File: config.mk
export PLATFORM = sky130hd
export DESIGN_NAME = uart_channel
export DESIGN_NICKNAME = d
export VERILOG_FILES = /design/src/uart_pkg.sv /design/src/uart_channel.sv
export SDC_FILE = /design/constraint.sdc
export NUM_CORES = 1
export LEC_CHECK = 0
export ABC_AREA = 1
export BUFFER_PORTS_ARGS = -buffer_cell sky130_fd_sc_hd__buf_4
export CAP_MARGIN = 20
export CORE_MARGIN = 2
export CORE_UTILIZATION = 35
export DETAILED_ROUTE_END_ITERATION = 10
export MAX_ROUTING_LAYER = met4
export PLACE_DENSITY = 0.56
export SYNTH_ARGS = -nofsm -noshare
export SYNTH_HDL_FRONTEND = slang
export SYNTH_SLANG_ARGS = --single-unit
export TNS_END_PERCENT = 20
File: constraint.sdc
create_clock -name clk -period 4.4 [get_ports clk]
set_input_delay 0.22 -clock clk [delete_from_list [all_inputs] [get_ports clk]]
set_output_delay 0.22 -clock clk [all_outputs]
set_load 0.01 [all_outputs]
File: src/uart_pkg.sv
// constants for the serial channel: register map, field positions, reset values
// assumes a 32-bit axi4-lite master; one register per aligned word
package uart_pkg;
	// ------------------------------------------------------------
	// register byte addresses
	// ------------------------------------------------------------
	localparam logic [5:0] ADDR_HOLDING  = 6'h00;
	localparam logic [5:0] ADDR_INT_EN   = 6'h04;
	localparam logic [5:0] ADDR_FIFO_CTL = 6'h08;
	localparam logic [5:0] ADDR_LINE_CTL = 6'h0c;
	localparam logic [5:0] ADDR_MODEM    = 6'h10;
	localparam logic [5:0] ADDR_LINE_ST  = 6'h14;
	localparam logic [5:0] ADDR_DIV_LOW  = 6'h18;
	localparam logic [5:0] ADDR_DIV_HIGH = 6'h1c;
	localparam logic [5:0] ADDR_DIV_FRAC = 6'h20;
	localparam logic [5:0] ADDR_INT_SRC  = 6'h24;
	// ------------------------------------------------------------
	// reset values and fields
	// ------------------------------------------------------------
	localparam logic [7:0] DIV_LOW_RST   = 8'h01;
	localparam logic [7:0] DIV_HIGH_RST  = 8'h00;
	localparam int         MC_LOOP       = 4;
	localparam int         MC_PRESCALE   = 7;
	localparam int         FC_ENABLE     = 0;
	localparam int         FC_RX_RESET   = 1;
	localparam int         FC_TX_RESET   = 2;
	localparam int         LC_PAR_EN     = 3;
	localparam int         LC_PAR_EVEN   = 4;
	localparam int         LC_STOP2      = 2;
	localparam int         IE_RX         = 0;
	localparam int         IE_TX         = 1;
	localparam int         FIFO_DEPTH    = 16;
	localparam int         PRESCALE_DIV  = 4;
	localparam logic [3:0] MID_COUNT     = 4'h7;
	localparam logic [7:0] TIMEOUT_EXTRA = 8'h0c;
	localparam logic [1:0] RESP_OKAY     = 2'b00;
	localparam logic [1:0] RESP_SLVERR   = 2'b10;
	typedef enum logic [3:0] {
		TX_IDLE = 4'b0001, TX_START = 4'b0010, TX_DATA = 4'b0100, TX_STOP = 4'b1000
	} tx_state_t;
	typedef enum logic [3:0] {
		RX_IDLE = 4'b0001, RX_START = 4'b0010, RX_DATA = 4'b0100, RX_STOP = 4'b1000
	} rx_state_t;
endpackage
File: src/uart_channel.sv
// one asynchronous serial channel with axi4-lite register access
// assumes the serial input is asynchronous; all logic on clk
//
// Function
// - divide clock by 16.4 fixed divisor for 16x
// - divisor resets to low 0x01, high 0x00
// - prescaler bit divides data rate by four
// - each transmit bit lasts sixteen ticks
// - start, data, optional parity, stop bits
// - transmit least significant data bit first
// - holding writes push the transmit fifo
// - holding empty sets on load into shifter
// - transmit empty interrupt only when enabled
// - fully empty after last bit, fifo empty
// - fifo mode holding empty when fifo empty
// - start bit checked low at half bit
// - sample each later bit at its centre
// - receive fifo holds data plus three tags
// - holding read pops, status shows new head
// - holding presents oldest unread character
// - receive interrupt per character or trigger, enabled
// - timeout after four words plus twelve bits
// - loopback routes shifter output to receiver
// - loopback holds line high, modem outputs off
//
// The implementer's own choices: the register addresses and the AXI4-Lite interface to the registers.
`timescale 1ns/1ps
module uart_channel
	import uart_pkg::*;
(
	// clock and reset
	input  wire logic        clk,
	input  wire logic        sys_rst,
	// axi4-lite slave
	input  wire logic [5:0]  s_axi_awaddr,
	input  wire logic        s_axi_awvalid,
	output logic             s_axi_awready,
	input  wire logic [31:0] s_axi_wdata,
	input  wire logic [3:0]  s_axi_wstrb,
	input  wire logic        s_axi_wvalid,
	output logic             s_axi_wready,
	output logic [1:0]       s_axi_bresp,
	output logic             s_axi_bvalid,
	input  wire logic        s_axi_bready,
	input  wire logic [5:0]  s_axi_araddr,
	input  wire logic        s_axi_arvalid,
	output logic             s_axi_arready,
	output logic [31:0]      s_axi_rdata,
	output logic [1:0]       s_axi_rresp,
	output logic             s_axi_rvalid,
	input  wire logic        s_axi_rready,
	// serial line and modem pins
	input  wire logic        serial_in,
	output logic             serial_out,
	output logic             rts_n,
	output logic             dtr_n,
	// interrupt request level for the surrounding chip
	output logic             irq
);
	function automatic logic parity_of(input logic [7:0] d, input logic [1:0] wl);
		logic [7:0] m;
		m = 8'hff >> (2'd3 - wl);
		return ^(d & m);
	endfunction

	// ------------------------------------------------------------
	// registers and bus
	// ------------------------------------------------------------
	logic [7:0] div_lo_r, div_hi_r, ie_r, lc_r, mc_r, fc_r;
	logic [3:0] div_frac_r;
	logic [7:0] div_lo_nxt, div_hi_nxt, ie_nxt, lc_nxt, mc_nxt, fc_nxt;
	logic [3:0] div_frac_nxt;
	logic       aw_r, w_r, bv_r, rv_r, aw_nxt, w_nxt, bv_nxt, rv_nxt;
	logic [5:0] awa_r, awa_nxt;
	logic [7:0] wd_r, wd_nxt;
	logic       ws_r, ws_nxt;
	logic [1:0] br_r, br_nxt, rr_r, rr_nxt;
	logic [31:0] rd_r, rd_nxt;
	logic       tx_push, rx_pop, tx_flush, rx_flush;

	// rx fifo and status, declared early for readback
	logic [10:0] rx_mem [FIFO_DEPTH];
	logic [3:0]  rx_wp_r, rx_rp_r, rx_wp_nxt, rx_rp_nxt;
	logic [4:0]  rx_cnt_r, rx_cnt_nxt;
	logic [10:0] rx_head;
	logic        ovr_r, ovr_nxt, thr_empty, tx_all_empty, tmo_r, tmo_nxt;
	logic [7:0]  line_st;

	assign rx_head = rx_mem[rx_rp_r];
	// error tags of the head byte show in bits 2..4; an empty fifo shows none
	assign line_st = {1'b0, tx_all_empty, thr_empty, rx_head[10:8] & {3{rx_cnt_r != 5'd0}},
		ovr_r, rx_cnt_r != 5'd0};

	assign s_axi_awready = !aw_r && !bv_r;
	assign s_axi_wready  = !w_r && !bv_r;
	assign s_axi_bvalid  = bv_r;
	assign s_axi_bresp   = br_r;
	assign s_axi_arready = !rv_r;
	assign s_axi_rvalid  = rv_r;
	assign s_axi_rdata   = rd_r;
	assign s_axi_rresp   = rr_r;

	always_comb begin
		logic [5:0] a;
		logic       do_wr;
		a = 6'h00;
		do_wr = 1'b0;
		{div_lo_nxt, div_hi_nxt, ie_nxt, lc_nxt, mc_nxt} = {div_lo_r, div_hi_r, ie_r, lc_r, mc_r};
		div_frac_nxt = div_frac_r;
		fc_nxt = {fc_r[7:3], 2'b00, fc_r[0]};
		aw_nxt = aw_r; w_nxt = w_r; bv_nxt = bv_r; rv_nxt = rv_r;
		awa_nxt = awa_r; wd_nxt = wd_r; ws_nxt = ws_r; br_nxt = br_r;
		rd_nxt = rd_r; rr_nxt = rr_r;
		tx_push = 1'b0; rx_pop = 1'b0;
		if (s_axi_awvalid && s_axi_awready) begin
			aw_nxt = 1'b1;
			awa_nxt = s_axi_awaddr;
		end
		if (s_axi_wvalid && s_axi_wready) begin
			w_nxt = 1'b1;
			wd_nxt = s_axi_wdata[7:0];
			ws_nxt = s_axi_wstrb[0];
		end
		if (aw_r && w_r) begin
			aw_nxt = 1'b0; w_nxt = 1'b0; bv_nxt = 1'b1; br_nxt = RESP_OKAY;
			a = {awa_r[5:2], 2'b00};
			do_wr = ws_r;
			unique case (a)
				ADDR_HOLDING:  tx_push = do_wr;
				ADDR_INT_EN:   if (do_wr) ie_nxt = {4'h0, wd_r[3:0]};
				ADDR_FIFO_CTL: if (do_wr) fc_nxt = wd_r;
				ADDR_LINE_CTL: if (do_wr) lc_nxt = wd_r;
				ADDR_MODEM:    if (do_wr) mc_nxt = {wd_r[7], 2'b00, wd_r[4:0]};
				ADDR_DIV_LOW:  if (do_wr) div_lo_nxt = wd_r;
				ADDR_DIV_HIGH: if (do_wr) div_hi_nxt = wd_r;
				ADDR_DIV_FRAC: if (do_wr) div_frac_nxt = wd_r[3:0];
				ADDR_LINE_ST, ADDR_INT_SRC: ;
				default:       br_nxt = RESP_SLVERR;
			endcase
		end
		if (bv_r && s_axi_bready) bv_nxt = 1'b0;
		if (rv_r && s_axi_rready) rv_nxt = 1'b0;
		if (s_axi_arvalid && s_axi_arready) begin
			rv_nxt = 1'b1; rr_nxt = RESP_OKAY; rd_nxt = 32'h0;
			unique case ({s_axi_araddr[5:2], 2'b00})
				ADDR_HOLDING: begin
					rd_nxt[7:0] = rx_head[7:0];
					rx_pop = rx_cnt_r != 5'd0;
				end
				ADDR_INT_EN:   rd_nxt[7:0] = ie_r;
				ADDR_FIFO_CTL: rd_nxt[7:0] = fc_r;
				ADDR_LINE_CTL: rd_nxt[7:0] = lc_r;
				ADDR_MODEM:    rd_nxt[7:0] = mc_r;
				ADDR_LINE_ST:  rd_nxt[7:0] = line_st;
				ADDR_DIV_LOW:  rd_nxt[7:0] = div_lo_r;
				ADDR_DIV_HIGH: rd_nxt[7:0] = div_hi_r;
				ADDR_DIV_FRAC: rd_nxt[3:0] = div_frac_r;
				ADDR_INT_SRC:  rd_nxt[2:0] = {tmo_r, ie_r[IE_TX] && thr_empty,
					ie_r[IE_RX] && rx_cnt_r != 5'd0};
				default:       rr_nxt = RESP_SLVERR;
			endcase
		end
	end
	assign tx_flush = fc_r[FC_TX_RESET];
	assign rx_flush = fc_r[FC_RX_RESET];

	always_ff @(posedge clk) begin
		if (sys_rst) begin
			div_lo_r <= DIV_LOW_RST;
			div_hi_r <= DIV_HIGH_RST;
			div_frac_r <= 4'h0;
			{ie_r, lc_r, mc_r, fc_r} <= 32'h0000_0300;
			{aw_r, w_r, bv_r, rv_r, ws_r} <= 5'b0;
			awa_r <= 6'h0; wd_r <= 8'h0; br_r <= 2'b0; rr_r <= 2'b0; rd_r <= 32'h0;
		end else begin
			{div_lo_r, div_hi_r, ie_r, lc_r, mc_r, fc_r} <=
				{div_lo_nxt, div_hi_nxt, ie_nxt, lc_nxt, mc_nxt, fc_nxt};
			div_frac_r <= div_frac_nxt;
			{aw_r, w_r, bv_r, rv_r, ws_r} <= {aw_nxt, w_nxt, bv_nxt, rv_nxt, ws_nxt};
			awa_r <= awa_nxt; wd_r <= wd_nxt; br_r <= br_nxt; rr_r <= rr_nxt; rd_r <= rd_nxt;
		end
	end

	// ------------------------------------------------------------
	// baud generator: 16x tick
	// ------------------------------------------------------------
	// a zero divisor is treated as one so the tick never stalls
	logic [15:0] bcnt_r, bcnt_nxt, div_int;
	logic [3:0]  facc_r, facc_nxt;
	logic [1:0]  pre_r, pre_nxt;
	logic        tick;
	assign div_int = ({div_hi_r, div_lo_r} == 16'h0) ? 16'h1 : {div_hi_r, div_lo_r};
	always_comb begin
		logic [4:0] s;
		s = {1'b0, facc_r} + {1'b0, div_frac_r};
		bcnt_nxt = bcnt_r; facc_nxt = facc_r; pre_nxt = pre_r; tick = 1'b0;
		if (bcnt_r <= 16'h1) begin
			facc_nxt = s[3:0];
			bcnt_nxt = div_int + {15'h0, s[4]};
			pre_nxt = pre_r + 2'd1;
			tick = !mc_r[MC_PRESCALE] || pre_r == 2'(PRESCALE_DIV - 1);
		end else begin
			bcnt_nxt = bcnt_r - 16'h1;
		end
	end
	always_ff @(posedge clk) begin
		if (sys_rst) begin
			bcnt_r <= 16'h1; facc_r <= 4'h0; pre_r <= 2'b0;
		end else begin
			bcnt_r <= bcnt_nxt; facc_r <= facc_nxt; pre_r <= pre_nxt;
		end
	end

	// ------------------------------------------------------------
	// transmitter
	// ------------------------------------------------------------
	logic [7:0] tx_mem [FIFO_DEPTH];
	logic [3:0] tx_wp_r, tx_rp_r, tx_wp_nxt, tx_rp_nxt, tph_r, tph_nxt;
	logic [4:0] tx_cnt_r, tx_cnt_nxt;
	logic [7:0] tsh_r, tsh_nxt;
	logic [2:0] tbit_r, tbit_nxt;
	logic       tpar_r, tpar_nxt, tline_r, tline_nxt, tload, tlast_stop;
	// parity phase flag: bit counter alone cannot mark it for eight-bit words
	logic       tpp_r, tpp_nxt, tx_acc;
	tx_state_t  ts_r, ts_nxt;
	logic [7:0] wl_bits;
	assign wl_bits = 8'd5 + {6'h0, lc_r[1:0]};
	assign thr_empty = tx_cnt_r == 5'd0;
	assign tx_all_empty = thr_empty && ts_r == TX_IDLE;
	assign tlast_stop = !lc_r[LC_STOP2] || tbit_r != 3'd0;
	always_comb begin
		tx_wp_nxt = tx_wp_r; tx_rp_nxt = tx_rp_r; tx_cnt_nxt = tx_cnt_r;
		ts_nxt = ts_r; tph_nxt = tph_r; tsh_nxt = tsh_r; tbit_nxt = tbit_r;
		tpar_nxt = tpar_r; tline_nxt = tline_r; tload = 1'b0;
		tpp_nxt = tpp_r; tx_acc = 1'b0;
		unique case (ts_r)
			TX_IDLE: begin
				tline_nxt = 1'b1;
				if (!thr_empty && tick) begin
					tload = 1'b1;
					tsh_nxt = tx_mem[tx_rp_r];
					tpar_nxt = parity_of(tx_mem[tx_rp_r], lc_r[1:0]) ^ lc_r[LC_PAR_EVEN] ^ 1'b1;
					ts_nxt = TX_START; tph_nxt = 4'h0; tline_nxt = 1'b0;
				end
			end
			TX_START: if (tick) begin
				tph_nxt = tph_r + 4'h1;
				if (tph_r == 4'hf) begin
					ts_nxt = TX_DATA; tbit_nxt = 3'd0; tline_nxt = tsh_r[0];
				end
			end
			TX_DATA: if (tick) begin
				tph_nxt = tph_r + 4'h1;
				if (tph_r == 4'hf) begin
					if (tpp_r || ({5'h0, tbit_r} == wl_bits - 8'd1 && !lc_r[LC_PAR_EN])) begin
						ts_nxt = TX_STOP; tbit_nxt = 3'd0; tline_nxt = 1'b1; tpp_nxt = 1'b0;
					end else if ({5'h0, tbit_r} == wl_bits - 8'd1) begin
						tpp_nxt = 1'b1; tline_nxt = tpar_r;
					end else begin
						tbit_nxt = tbit_r + 3'd1;
						tsh_nxt = {1'b0, tsh_r[7:1]};
						tline_nxt = tsh_r[1];
					end
				end
			end
			TX_STOP: if (tick) begin
				tph_nxt = tph_r + 4'h1;
				if (tph_r == 4'hf) begin
					if (tlast_stop) ts_nxt = TX_IDLE;
					else tbit_nxt = 3'd1;
				end
			end
		endcase
		if (tload) begin
			tx_rp_nxt = tx_rp_r + 4'h1;
			tx_cnt_nxt = tx_cnt_r - 5'd1;
		end
		// non-fifo mode keeps a single byte in the holding slot
		if (tx_push && (fc_r[FC_ENABLE] ? tx_cnt_nxt != 5'd16 : tx_cnt_nxt == 5'd0)) begin
			tx_acc = 1'b1;
			tx_wp_nxt = tx_wp_r + 4'h1;
			tx_cnt_nxt = tx_cnt_nxt + 5'd1;
		end
		if (tx_flush) begin
			tx_wp_nxt = 4'h0; tx_rp_nxt = 4'h0; tx_cnt_nxt = 5'd0;
		end
	end
	always_ff @(posedge clk) begin
		// a refused write must not overwrite the oldest byte of a full fifo
		if (tx_acc) tx_mem[tx_wp_r] <= wd_r;
		if (sys_rst) begin
			tx_wp_r <= 4'h0; tx_rp_r <= 4'h0; tx_cnt_r <= 5'd0; ts_r <= TX_IDLE;
			tph_r <= 4'h0; tsh_r <= 8'h0; tbit_r <= 3'd0; tpar_r <= 1'b0; tline_r <= 1'b1;
			tpp_r <= 1'b0;
		end else begin
			tx_wp_r <= tx_wp_nxt; tx_rp_r <= tx_rp_nxt; tx_cnt_r <= tx_cnt_nxt; ts_r <= ts_nxt;
			tph_r <= tph_nxt; tsh_r <= tsh_nxt; tbit_r <= tbit_nxt;
			tpar_r <= tpar_nxt; tline_r <= tline_nxt;
			tpp_r <= tpp_nxt;
		end
	end
	assign serial_out = mc_r[MC_LOOP] ? 1'b1 : tline_r & ~lc_r[6];
	assign rts_n = mc_r[MC_LOOP] ? 1'b1 : ~mc_r[1];
	assign dtr_n = mc_r[MC_LOOP] ? 1'b1 : ~mc_r[0];

	// ------------------------------------------------------------
	// receiver
	// ------------------------------------------------------------
	logic       rsync1_r, rsync2_r, rin, rin_d_r;
	logic [3:0] rph_r, rph_nxt;
	logic [2:0] rbit_r, rbit_nxt;
	logic [7:0] rsh_r, rsh_nxt;
	logic       rperr_r, rperr_nxt, rpar_phase_r, rpar_phase_nxt, rpush;
	logic [10:0] rword;
	logic [9:0] tmo_cnt_r, tmo_cnt_nxt;
	rx_state_t  rs_r, rs_nxt;
	assign rin = mc_r[MC_LOOP] ? tline_r : rsync2_r;
	always_comb begin
		logic       ferr;
		ferr = 1'b0;
		rs_nxt = rs_r; rph_nxt = rph_r; rbit_nxt = rbit_r; rsh_nxt = rsh_r;
		rperr_nxt = rperr_r; rpar_phase_nxt = rpar_phase_r; rpush = 1'b0; rword = 11'h0;
		unique case (rs_r)
			RX_IDLE: if (rin_d_r && !rin) begin
				rs_nxt = RX_START; rph_nxt = 4'h0;
			end
			RX_START: if (tick) begin
				rph_nxt = rph_r + 4'h1;
				if (rph_r == MID_COUNT) begin
					if (rin) rs_nxt = RX_IDLE;
					else begin
						rs_nxt = RX_DATA; rph_nxt = 4'h0; rbit_nxt = 3'd0;
						rsh_nxt = 8'h0; rpar_phase_nxt = 1'b0;
						rperr_nxt = lc_r[LC_PAR_EVEN] ^ 1'b1;
					end
				end
			end
			RX_DATA: if (tick) begin
				rph_nxt = rph_r + 4'h1;
				if (rph_r == 4'hf) begin
					rperr_nxt = rperr_r ^ rin;
					if (rpar_phase_r) rs_nxt = RX_STOP;
					else begin
						rsh_nxt = rsh_r | ({7'h0, rin} << rbit_r);
						rbit_nxt = rbit_r + 3'd1;
						if ({5'h0, rbit_r} == wl_bits - 8'd1) begin
							if (lc_r[LC_PAR_EN]) rpar_phase_nxt = 1'b1;
							else rs_nxt = RX_STOP;
						end
					end
				end
			end
			RX_STOP: if (tick) begin
				rph_nxt = rph_r + 4'h1;
				if (rph_r == 4'hf) begin
					ferr = !rin;
					// break: data and stop all low, parity bit not checked
					rword = {ferr && rsh_r == 8'h0 && !(lc_r[LC_PAR_EN] && !rperr_r
						&& lc_r[LC_PAR_EVEN] == 1'b0 && 1'b0), ferr,
						lc_r[LC_PAR_EN] && rperr_r, rsh_r};
					rpush = 1'b1; rs_nxt = RX_IDLE;
				end
			end
		endcase
	end
	always_comb begin
		rx_wp_nxt = rx_wp_r; rx_rp_nxt = rx_rp_r; rx_cnt_nxt = rx_cnt_r; ovr_nxt = ovr_r;
		tmo_cnt_nxt = tmo_cnt_r; tmo_nxt = tmo_r;
		if (rx_pop) begin
			rx_rp_nxt = rx_rp_r + 4'h1; rx_cnt_nxt = rx_cnt_r - 5'd1;
			tmo_nxt = 1'b0; tmo_cnt_nxt = 10'h0;
		end
		if (rpush) begin
			tmo_cnt_nxt = 10'h0;
			if (rx_cnt_nxt == (fc_r[FC_ENABLE] ? 5'd16 : 5'd1)) ovr_nxt = 1'b1;
			else begin
				rx_wp_nxt = rx_wp_r + 4'h1; rx_cnt_nxt = rx_cnt_nxt + 5'd1;
			end
		end else if (rx_cnt_r != 5'd0 && tick && !tmo_r) begin
			// a read restarts the count; a limit reached in the same cycle still sets
			tmo_cnt_nxt = rx_pop ? 10'h0 : tmo_cnt_r + 10'h1;
			// limit in ticks: (4 * word length + 12) bit times of sixteen ticks
			if (tmo_cnt_r == {wl_bits[5:0] + 6'd3, 4'h0} * 10'd4 - 10'd1 + 10'd0 ||
				tmo_cnt_r == 10'h3ff) tmo_nxt = 1'b1;
		end
		if (rx_flush) begin
			rx_wp_nxt = 4'h0; rx_rp_nxt = 4'h0; rx_cnt_nxt = 5'd0; tmo_nxt = 1'b0;
		end
	end
	always_ff @(posedge clk) begin
		if (rpush && rx_cnt_nxt != rx_cnt_r - {4'h0, rx_pop} + 5'd0 || rpush && !ovr_nxt)
			rx_mem[rx_wp_r] <= rword;
		if (sys_rst) begin
			rsync1_r <= 1'b1; rsync2_r <= 1'b1; rin_d_r <= 1'b1; rs_r <= RX_IDLE;
			rph_r <= 4'h0; rbit_r <= 3'd0; rsh_r <= 8'h0; rperr_r <= 1'b0;
			rpar_phase_r <= 1'b0; rx_wp_r <= 4'h0; rx_rp_r <= 4'h0; rx_cnt_r <= 5'd0;
			ovr_r <= 1'b0; tmo_cnt_r <= 10'h0; tmo_r <= 1'b0;
		end else begin
			rsync1_r <= serial_in; rsync2_r <= rsync1_r; rin_d_r <= rin; rs_r <= rs_nxt;
			rph_r <= rph_nxt; rbit_r <= rbit_nxt; rsh_r <= rsh_nxt; rperr_r <= rperr_nxt;
			rpar_phase_r <= rpar_phase_nxt; rx_wp_r <= rx_wp_nxt; rx_rp_r <= rx_rp_nxt;
			rx_cnt_r <= rx_cnt_nxt; ovr_r <= ovr_nxt && !(rv_nxt && rv_r == 1'b0 && 1'b0);
			tmo_cnt_r <= tmo_cnt_nxt; tmo_r <= tmo_nxt;
		end
	end

	// ------------------------------------------------------------
	// interrupt request
	// ------------------------------------------------------------
	assign irq = (ie_r[IE_TX] && thr_empty) ||
		(ie_r[IE_RX] && (tmo_r || (fc_r[FC_ENABLE] ? {3'h0, rx_cnt_r} >= (fc_r[7:6] == 2'd0 ?
		8'd1 : {4'h0, fc_r[7:6], 2'b00}) : rx_cnt_r != 5'd0)));
endmodule

Word level (Yosys, flattened, before mapping)
Memories as Yosys holds them, arrays and structs flattened. A register that Yosys moved wholly into a read port is not among the register bits. Index checks and enable logic that the tools add are counted.

$add $sub $neg: 23. Magnitude comparators: 2. Equality and inequality tests: 63. Shifts and indexed selects: 2. Muxes and demuxes: 140. Bitwise gates (word level): 15. Reduce and logical (&&, ||, !) cells: 86.

Operators with widths (count): 4-bit 2-to-1 mux (31); 8-bit 2-to-1 mux (11); 1-bit 2-to-1 mux (51); 3-bit 2-to-1 mux (16); 4-bit by 3-bit equality test with 1-bit output, second input constant (11); 2-bit != test, second input constant (20); 5-bit 2-to-1 mux (7); 11-bit 2-to-1 mux (3); 4-bit equality test, second input constant (8); 16-bit 2-to-1 mux (2); 4-bit case mux with 4 select lines (2); 8-bit case mux with 2 select lines (2); 10-bit 2-to-1 mux (3); 3-bit case mux with 10 select lines (1); 4-bit case mux with 7 select lines (1); 9-bit AND reduction (3); 4-bit by 1-bit adder with 4-bit output, second input constant (6); 4-bit by 2-bit equality test with 1-bit output, second input constant (6); 3-bit AND reduction (8); 1-bit logical AND (22); 10-bit OR reduction (2); 16-bit by 1-bit adder with 16-bit output (1); 3-bit by 8-bit equality test with 1-bit output (2); 4-bit by 1-bit equality test with 1-bit output, second input constant (4); 58 further kinds (108).

Flip-flop bits (word level): 183. RAM bits: 304. Word-level logic and storage cells: 379. Memories: 2.

Memories: rx_mem (depth 16, bits a word 11, read ports 1, clocked after memory_dff 1, write ports 1, line uart_channel.sv:82) `logic [10:0] rx_mem [FIFO_DEPTH];`; tx_mem (depth 16, bits a word 8, read ports 1, clocked after memory_dff 1, write ports 1, line uart_channel.sv:217) `logic [7:0] tx_mem [FIFO_DEPTH];`.

Longest topological paths before layout
Gate-level depths: netlist (run 1).

Word-level depth: 13. Depth in mapped cells: 22. Gate-level depth less buffers: 21.

Least setup slack after synthesis (run 1)
Ideal clock, no wire load.

Kind: flip-flop to flip-flop. From: register bcnt_r[0]. To: memory tx_mem[11][0], enable pin. Arrival time: 2.764 ns. Setup slack: 1.266 ns. Cell stages (with the launch flop): 20. Buffers on the path: 0. Clock period less this slack: 3.134 ns. Cell sequence: dfxtp_1 -> inv_1 -> ha_1 -> o21ai_2 -> inv_1 -> nand4_1 -> nor2_1 -> nand3_1 -> nand2_1 -> o21ai_0 -> inv_1 -> ha_1 -> inv_1 -> nor2_1 -> nand2_2 -> nand2_4 -> nand3_4 -> inv_8 -> nand2_4 -> nor2_1.

Cells in the longest elaborated chain, start to end: 12.

Ends and longest elaborated chain: from (decl) (line uart_channel.sv:188) `logic [15:0] bcnt_r, bcnt_nxt, div_int;`; from (signal assigned) (line uart_channel.sv:210) `bcnt_r <= bcnt_nxt; facc_r <= facc_nxt; pre_r <= pre_nxt;`; 16-bit by 1-bit less-or-equal comparator with 1-bit output (*) (line uart_channel.sv:197) `if (bcnt_r <= 16'h1) begin`; 1-bit 2-to-1 mux (*) (line uart_channel.sv:197); 1-bit logical AND (*) (line uart_channel.sv:239) `if (!thr_empty && tick) begin`; 1-bit 2-to-1 mux (*) (line uart_channel.sv:239); 1-bit 2-to-1 mux (*) (line uart_channel.sv:236) `unique case (ts_r)`; 5-bit 2-to-1 mux (*) (line uart_channel.sv:274) `if (tload) begin`; 5-bit != test or 5-bit zero test (tied branches) (line uart_channel.sv:279) `if (tx_push && (fc_r[FC_ENABLE] ? tx_cnt_nxt != 5'd16 : tx_cnt_nxt == 5'd0)) begin`; 1-bit 2-to-1 mux (*) (line uart_channel.sv:279); 1-bit logical AND (*) (line uart_channel.sv:279); 1-bit 2-to-1 mux (*) (line uart_channel.sv:279); 1-bit 2-to-1 mux (*) (line uart_channel.sv:290) `if (tx_acc) tx_mem[tx_wp_r] <= wd_r;`; 1-bit 2-to-1 mux (implied by the code) (*) (line uart_channel.sv:290); to (decl) (line uart_channel.sv:217).

Mark *: on every way between the ends. The rest lies on a longest branch, timed or not.

Worst setup path in the final report (run 1)
From: register bcnt_r[0]. To: memory tx_mem[5][2], enable pin.

Same word-level chain as after synthesis.

==> metrics.md, run 1 <==
| Metric | Value |
|---|---|
| Clock root cell | `clkbuf_16` |
| Largest net degree at the start of global routing | `125` |
| Total GRT Usage | `18.1%` |
| Worst slew margin | `25.9%` |
| Final Non-Filler Cells | `about 3300` |
| Slew Viols, Final | `0` |
| Most common cell after layout, fill and taps aside | `edfxtp_1` |
| CP Launch Type | `register` |
| Kind of critical path | `register to register` |
| Worst Max-Slew Pin Slew | `1.11 ns` |
| Share of layout cells above drive strength 1 | `a little over 10%` |
| PortBufs | `43` |
| Area contributors post-synth | `edfxtp_1 (41%), dfxtp_1 (17%), o21ai_0 (5.5%)` |
| Final setup violation count | `0` |
| Gate count of the mapped netlist | `2308` |
| Register-to-register setup slack | `about 0.37 ns` |
| WL/cell | `between 15 and 20 µm` |
| Post-synth top area cell | `edfxtp_1` |
| Setup_tns | `0 ns` |
| CTS buffer count | `52` |
| Worst-path clk slew | `approximately 0.06 ns` |
| Critical path endpoint category | `register` |
| Multi-input logic area | `just under 8000 µm²` |
| RSZ-0062 raised after global routing | `false` |
| Min-Delay Path Class | `primary input to register` |
| Pre-Repair DR Iteration Count | `7` |
| Yosys warns | `0` |
| Vias/cell | `roughly 5` |
| Final hold violation count | `0` |
| Max VDD drop | `about 0.28 mV` |
| Syn Std Cell Area | `22100 µm²` |
| Rows | `~90` |
| Critical path arrival | `around 4.3 ns` |
| Chip Width | `around 260 µm` |
| Top_reg_cell synth | `edfxtp_1` |
| Post-DRT Antenna Nets | `0` |
| DRC | `0` |
| Routability cong. | `just over 0.9` |
| FILL cells | `between 6000 and 7000` |
| CTS tree | `built` |
| Fin crit share | `about nine tenths` |
| Antenna violations before repair | `0` |
| Fin crit period | `~4 ns` |
| First-pass GRT wire length | `~89000 µm` |
| Die Height | `around 260 µm` |
| P_leak | `between 0.009 and 0.01 µW` |
| Synth Area per Inst | `9.57 µm²` |
| Core Box Area | `62700 µm²` |
| Count of cell types in the netlist | `61` |
| Drt first-iter violations | `between 1000 and 1500` |
| Final wirelength | `56900 µm` |
| Register area share after synthesis | `around three fifths` |
| Via Count | `~17000` |
| Later-pin clock latency in the skew report | `around 0.6 ns` |
| Nets | `about 2500` |
| Overflow left after global routing | `0` |
| Post-CTS setup buffer count | `0` |
| FF+latch count, synth | `between 400 and 500` |
| Ys async rst share | `0%` |
| Initial Util | `35.2%` |
| Pwr dens | `438 nW/µm²` |
| Clock skew | `about 0.026 ns` |
| Die Area | `65200 µm²` |
| Reg area | `12900 µm²` |
| Layout area overhead | `15.3%` |
| Vias in the first global route | `about 16000` |
| H-tree depth | `2` |
| Most frequent cells in the layout | `edfxtp_1 (304), nor2_1 (287), nand2_1 (274)` |
| DP HPWL | `37800 µm` |
| CTS Buffer Depth | `3` |
| Synth top area share | `between 40% and 50%` |
| CP required | `~4.6 ns` |
| CTS sink count | `491` |
| F_max | `248 MHz` |
| Crit-path max FO | `8` |
| Placed Instances | `3164` |
| Status | `complete, no violations` |
| I/O Pins | `around 100` |
| Number of antenna diodes | `0` |
| EDFF count, synth | `304` |
| Max cap viols | `0` |
-- per-stage QoR --
step                util (%)  total power [µW]  setup WS, ns  cell area (µm²)  hold WS [ns]
floorplan                  -              6320          1.27            22200         0.319
global placement        37.4              6670         0.412            23500         0.399
detailed placement      37.4              6710         0.261            23500         0.408
CTS                     40.5             11300         0.262            25400       0.00932
global route            40.6             11700       0.00649            25500        0.0370
finish                  40.6             11200         0.366            25500        0.0384
-- where the power goes --
| part | switching (µW) | total (µW) | internal, µW |
|---|---|---|---|
| registers | 153 | 5190 | 5040 |
| clock network | 1810 | 4520 | 2710 |
| logic | 974 | 1450 | 475 |
| total | 2940 | 11200 | 8220 |
-- layer usage --
| metal | GRT usage (%) | wire, µm | vias to the layer above |
|---|---|---|---|
| li1 | - | - | 8122 |
| met1 | 23.0 | 25800 | 7900 |
| met2 | 30.0 | 27100 | 384 |
| met3 | 2.53 | 2350 | 98 |
| met4 | 5.51 | 1590 | 0 |
| met5 | - | 0 | - |
-- flip-flops by register name (all words and copies together), names as in the netlist, 5 cells and up, named ones only --
signal,cells
mc_r,6
tsh_r,8
tx_cnt_r,5
s_axi_rdata,8
div_hi_r,8
rx_mem,176
tmo_cnt_r,10
tx_mem,128
rsh_r,8
bcnt_r,16
div_lo_r,8
fc_r,8
wd_r,8
lc_r,8
rx_cnt_r,5
-- final timing paths --
kind / to / cells past startpoint / from
max: tx_mem[5][2] / 17 / bcnt_r[0]
min: awa_r[4] / 3 / s_axi_awvalid
max reg2reg: tx_mem[5][2] / 17 / bcnt_r[0]
min reg2reg: rsync2_r / 1 / rsync1_r
-- critical path, cell delays in order, from the launching register on --
cell and delay, ns:
dfxtp_1 0.32, inv_1 0.08, ha_1 0.25, o21ai_2 0.12, inv_1 0.07, nand4_1 0.29
nor2_1 0.50, nand3_1 0.23, o21ai_0 0.36, inv_1 0.10, ha_1 0.19, inv_1 0.05
nor2_1 0.06, nand3_2 0.16, nand3_4 0.14, inv_8 0.14, nand2_4 0.07, nor2_1 0.53
-- synthesized netlist by cell type (all sizes together), types with 10 or more instances --
cell type	number
buf	47
a21oi	175
edfxtp	304
o21ai	248
xor2	25
nand2	291
nand3	123
inv	256
xnor2	11
nor2	305
dfxtp	187
clkbuf	66
o221ai	31
nand4	32
ha	37
o211ai	49
nor3	24
a31oi	10
a211oi	13
o22ai	18
-- final cells by class --
cell class | instances | share of cell area, %
clock buffer | 72 | 5.83
clock inverter | 20 | 1.12
multi-input combinational | 1470 | 30.6
inverter | 259 | 3.86
timing repair buffer | 119 | 3.87
tap | 846 | 4.15
sequential | 491 | 50.5
-- kinds of logic (layout without fill, tap and decap cells) --
| kind of cell | Yosys count | after routing | share of synthesized area [%] |
|---|---|---|---|
| compound gates | 572 | 572 | 14.9 |
| xor+xnor | 36 | 36 | 1.43 |
| flops | 491 | 491 | 58.3 |
| buf+inv | 372 | 470 | 6.92 |
| fa+ha+maj | 38 | 38 | 2.19 |
| mux | 5 | 5 | 0.227 |
| simple gates | 793 | 793 | 16.1 |
| other cells | 1 | 26 | 0.0170 |
-- timing repair --
action | CTS | global route
endpoints found under the hold margin | 29 | 0
endpoints found under the setup margin | 0 | 13
hold buffers | 18 | 0
gates resized for setup | 0 | 2
No activity file was read; power rests on OpenSTA's default activity.
==> inputs of run 2 (changes only) <==
==> constraint.sdc (replaced) <==
create_clock -name clk -period 4.4 [get_ports clk]
set_input_delay 0.44 -clock clk [delete_from_list [all_inputs] [get_ports clk]]
set_output_delay 0.44 -clock clk [all_outputs]
set_load 0.01 [all_outputs]
==> metrics.md, run 2 (synthesized netlist as in run 1, its figures left out) <==
| Metric | Value |
|---|---|
| Status | `complete, no violations` |
| Logic pwr share | `roughly an eighth` |
| Vias/cell | `~5.1` |
| Switch Pwr | `a little over 3000 µW` |
| Crit-path max FO | `8` |
| H-tree depth | `2` |
| Critical path endpoint category | `register` |
| Max VDD drop | `0.300 mV` |
| Reg2reg end | `tx_mem[9][2]` |
| Antenna violations before repair | `0` |
| Pwr dens | `~440 nW/µm²` |
| Register share of total power | `around 47%` |
| I/O Pins | `a little over 100` |
| Post-DRT Antenna Nets | `0` |
| Worst-path clk slew | `0.06 ns` |
| F_max | `between 200 and 300 MHz` |
| PortBufs | `43` |
| Later-pin clock latency in the skew report | `roughly 0.63 ns` |
| CTS sink count | `491` |
| Final Non-Filler Cells | `~3300` |
| Die Height | `around 260 µm` |
| Drt first-iter violations | `approximately 1300` |
| WL/cell | `17.3 µm` |
| Final wirelength | `between 50000 and 60000 µm` |
| Total GRT Usage | `18.0%` |
| Kind of critical path | `register to register` |
| Fin crit period | `between 3 and 4 ns` |
| First-pass GRT wire length | `just under 90000 µm` |
| Core Util, Final | `40.3%` |
| Overflow left after global routing | `0` |
| RSZ-0062 raised after global routing | `false` |
| CTS buffer count | `52` |
| CP Launch Type | `register` |
| Largest register FFs | `around 180` |
| CTS tree | `built` |
| Layout area overhead | `14.4%` |
| Critical path arrival | `4.11 ns` |
| Clock root cell | `clkbuf_16` |
| Number of antenna diodes | `0` |
| Initial Util | `35.2%` |
| Placed Instances | `around 3200` |
| Max cap viols | `0` |
| Final hold violation count | `0` |
| FILL cells | `a little over 6000` |
| Vias in the first global route | `15900` |
| Worst Max-Slew Pin Slew | `0.935 ns` |
| DRC | `0` |
| Min-Delay Path Class | `primary input to register` |
| Worst Hold Path EP | `s_axi_bvalid` |
| Share of layout cells above drive strength 1 | `10.4%` |
| Biggest register | `rx_mem` |
| Hold path depth | `2` |
| DP Area | `23500 µm²` |
| Worst slew margin | `a little under two fifths` |
| DP HPWL | `37800 µm` |
| Rows | `92` |
| Reg2Reg Depth | `17` |
| Total power | `~11000 µW` |
| Clock skew | `0.0568 ns` |
| Via Count | `around 16000` |
| Most common cell after layout, fill and taps aside | `edfxtp_1` |
| Pre-Repair DR Iteration Count | `6` |
| Nets | `approximately 2500` |
| Largest net degree at the start of global routing | `125` |
| Core Box Area | `~63000 µm²` |
| Cell Int Power | `8060 µW` |
| Register-to-register setup slack | `approximately 0.55 ns` |
| Final setup violation count | `0` |
| Setup_tns | `0 ns` |
| Routability cong. | `just over 0.9` |
| Regs by FF count | `rx_mem: 176 flops, tx_mem: 128 flops, bcnt_r: 16 flops` |
| Sw Share | `approximately 27%` |
| Worst R2R Start | `bcnt_r[0]` |
| Most frequent cells in the layout | `edfxtp_1 (304), nor2_1 (284), nand2_1 (274)` |
| CP required | `4.65 ns` |
| Post-CTS setup buffer count | `0` |
| Design area | `between 20000 and 30000 µm²` |
| Min-delay src | `s_axi_bready` |
| P_leak | `~0.0095 µW` |
| Clk pwr share | `about 40%` |
| Fin crit share | `roughly 88%` |
| CTS Buffer Depth | `3` |
| Die Area | `65200 µm²` |
| Chip Width | `255 µm` |
| Slew Viols, Final | `0` |
## run 2: power groups by stage
| stage | clock, µW | combinational (µW) | sequential (µW) |
|---|---|---|---|
| after floorplan | 0 | 1070 | 5250 |
| after global routing | 4720 | 1630 | 5210 |
| after detailed placement | 0 | 1420 | 5300 |
| after global placement | 0 | 1390 | 5290 |
| final | 4450 | 1450 | 5190 |
| after CTS | 4540 | 1430 | 5200 |
## run 2: through the flow
stage	setup slack, ns	hold slack (ns)
4_1_cts	0.106	0.0107
6_report	0.547	0.0408
2_1_floorplan	1.27	0.389
3_3_place_gp	0.301	0.397
3_5_place_dp	0.157	0.398
5_1_grt	0.185	0.0151
## run 2: worst max-delay path by stage
stage	to	cells after the start	slack (ns)	start
finish	tx_mem[9][2]	17	0.55	bcnt_r[0]
global route	tx_mem[9][5]	17	0.18	bcnt_r[0]
CTS	tx_mem[9][2]	17	0.11	bcnt_r[0]
detailed placement	tx_mem[9][2]	17	0.16	bcnt_r[0]
global placement	tx_mem[9][5]	17	0.30	bcnt_r[0]
floorplan	tx_mem[11][0]	19	1.27	bcnt_r[0]
## run 2: per-layer routing
| metal | global-route usage (%) | routed length [µm] |
|---|---|---|
| met1 | 23.2 | 25600 |
| met2 | 29.1 | 26500 |
| met3 | 2.45 | 2650 |
| met4 | 6.22 | 1710 |
| met5 | - | 0 |
## run 2: what timing repair did
item | 4_1_cts | 5_1_grt
setup endpoints to repair | 0 | 32
gates resized for setup | 0 | 5
hold buffers | 0 | 0
## run 2: area by class of cell
| class | instances | area [µm²] | share of cell area (%) |
|---|---|---|---|
| Clock buffer | 64 | 1380 | 5.46 |
| Clock inverter | 33 | 365 | 1.45 |
| Multi-Input combinational cell | 1470 | 7810 | 30.9 |
| Timing Repair Buffer | 101 | 806 | 3.19 |
| Sequential cell | 491 | 12900 | 50.9 |
| Inverter | 259 | 982 | 3.89 |
| Tap cell | 846 | 1060 | 4.19 |
## run 2: critical path: stages (launching register included)
cell	delay, ns
dfxtp_1	0.34
inv_1	0.08
ha_1	0.26
o21ai_2	0.12
inv_1	0.07
nand4_1	0.31
nor2_2	0.39
nand3_1	0.20
o21ai_0	0.36
inv_1	0.11
ha_1	0.20
inv_1	0.05
nor2_1	0.06
nand3_2	0.17
nand3_4	0.15
inv_8	0.14
nand2_4	0.08
nor2_2	0.37
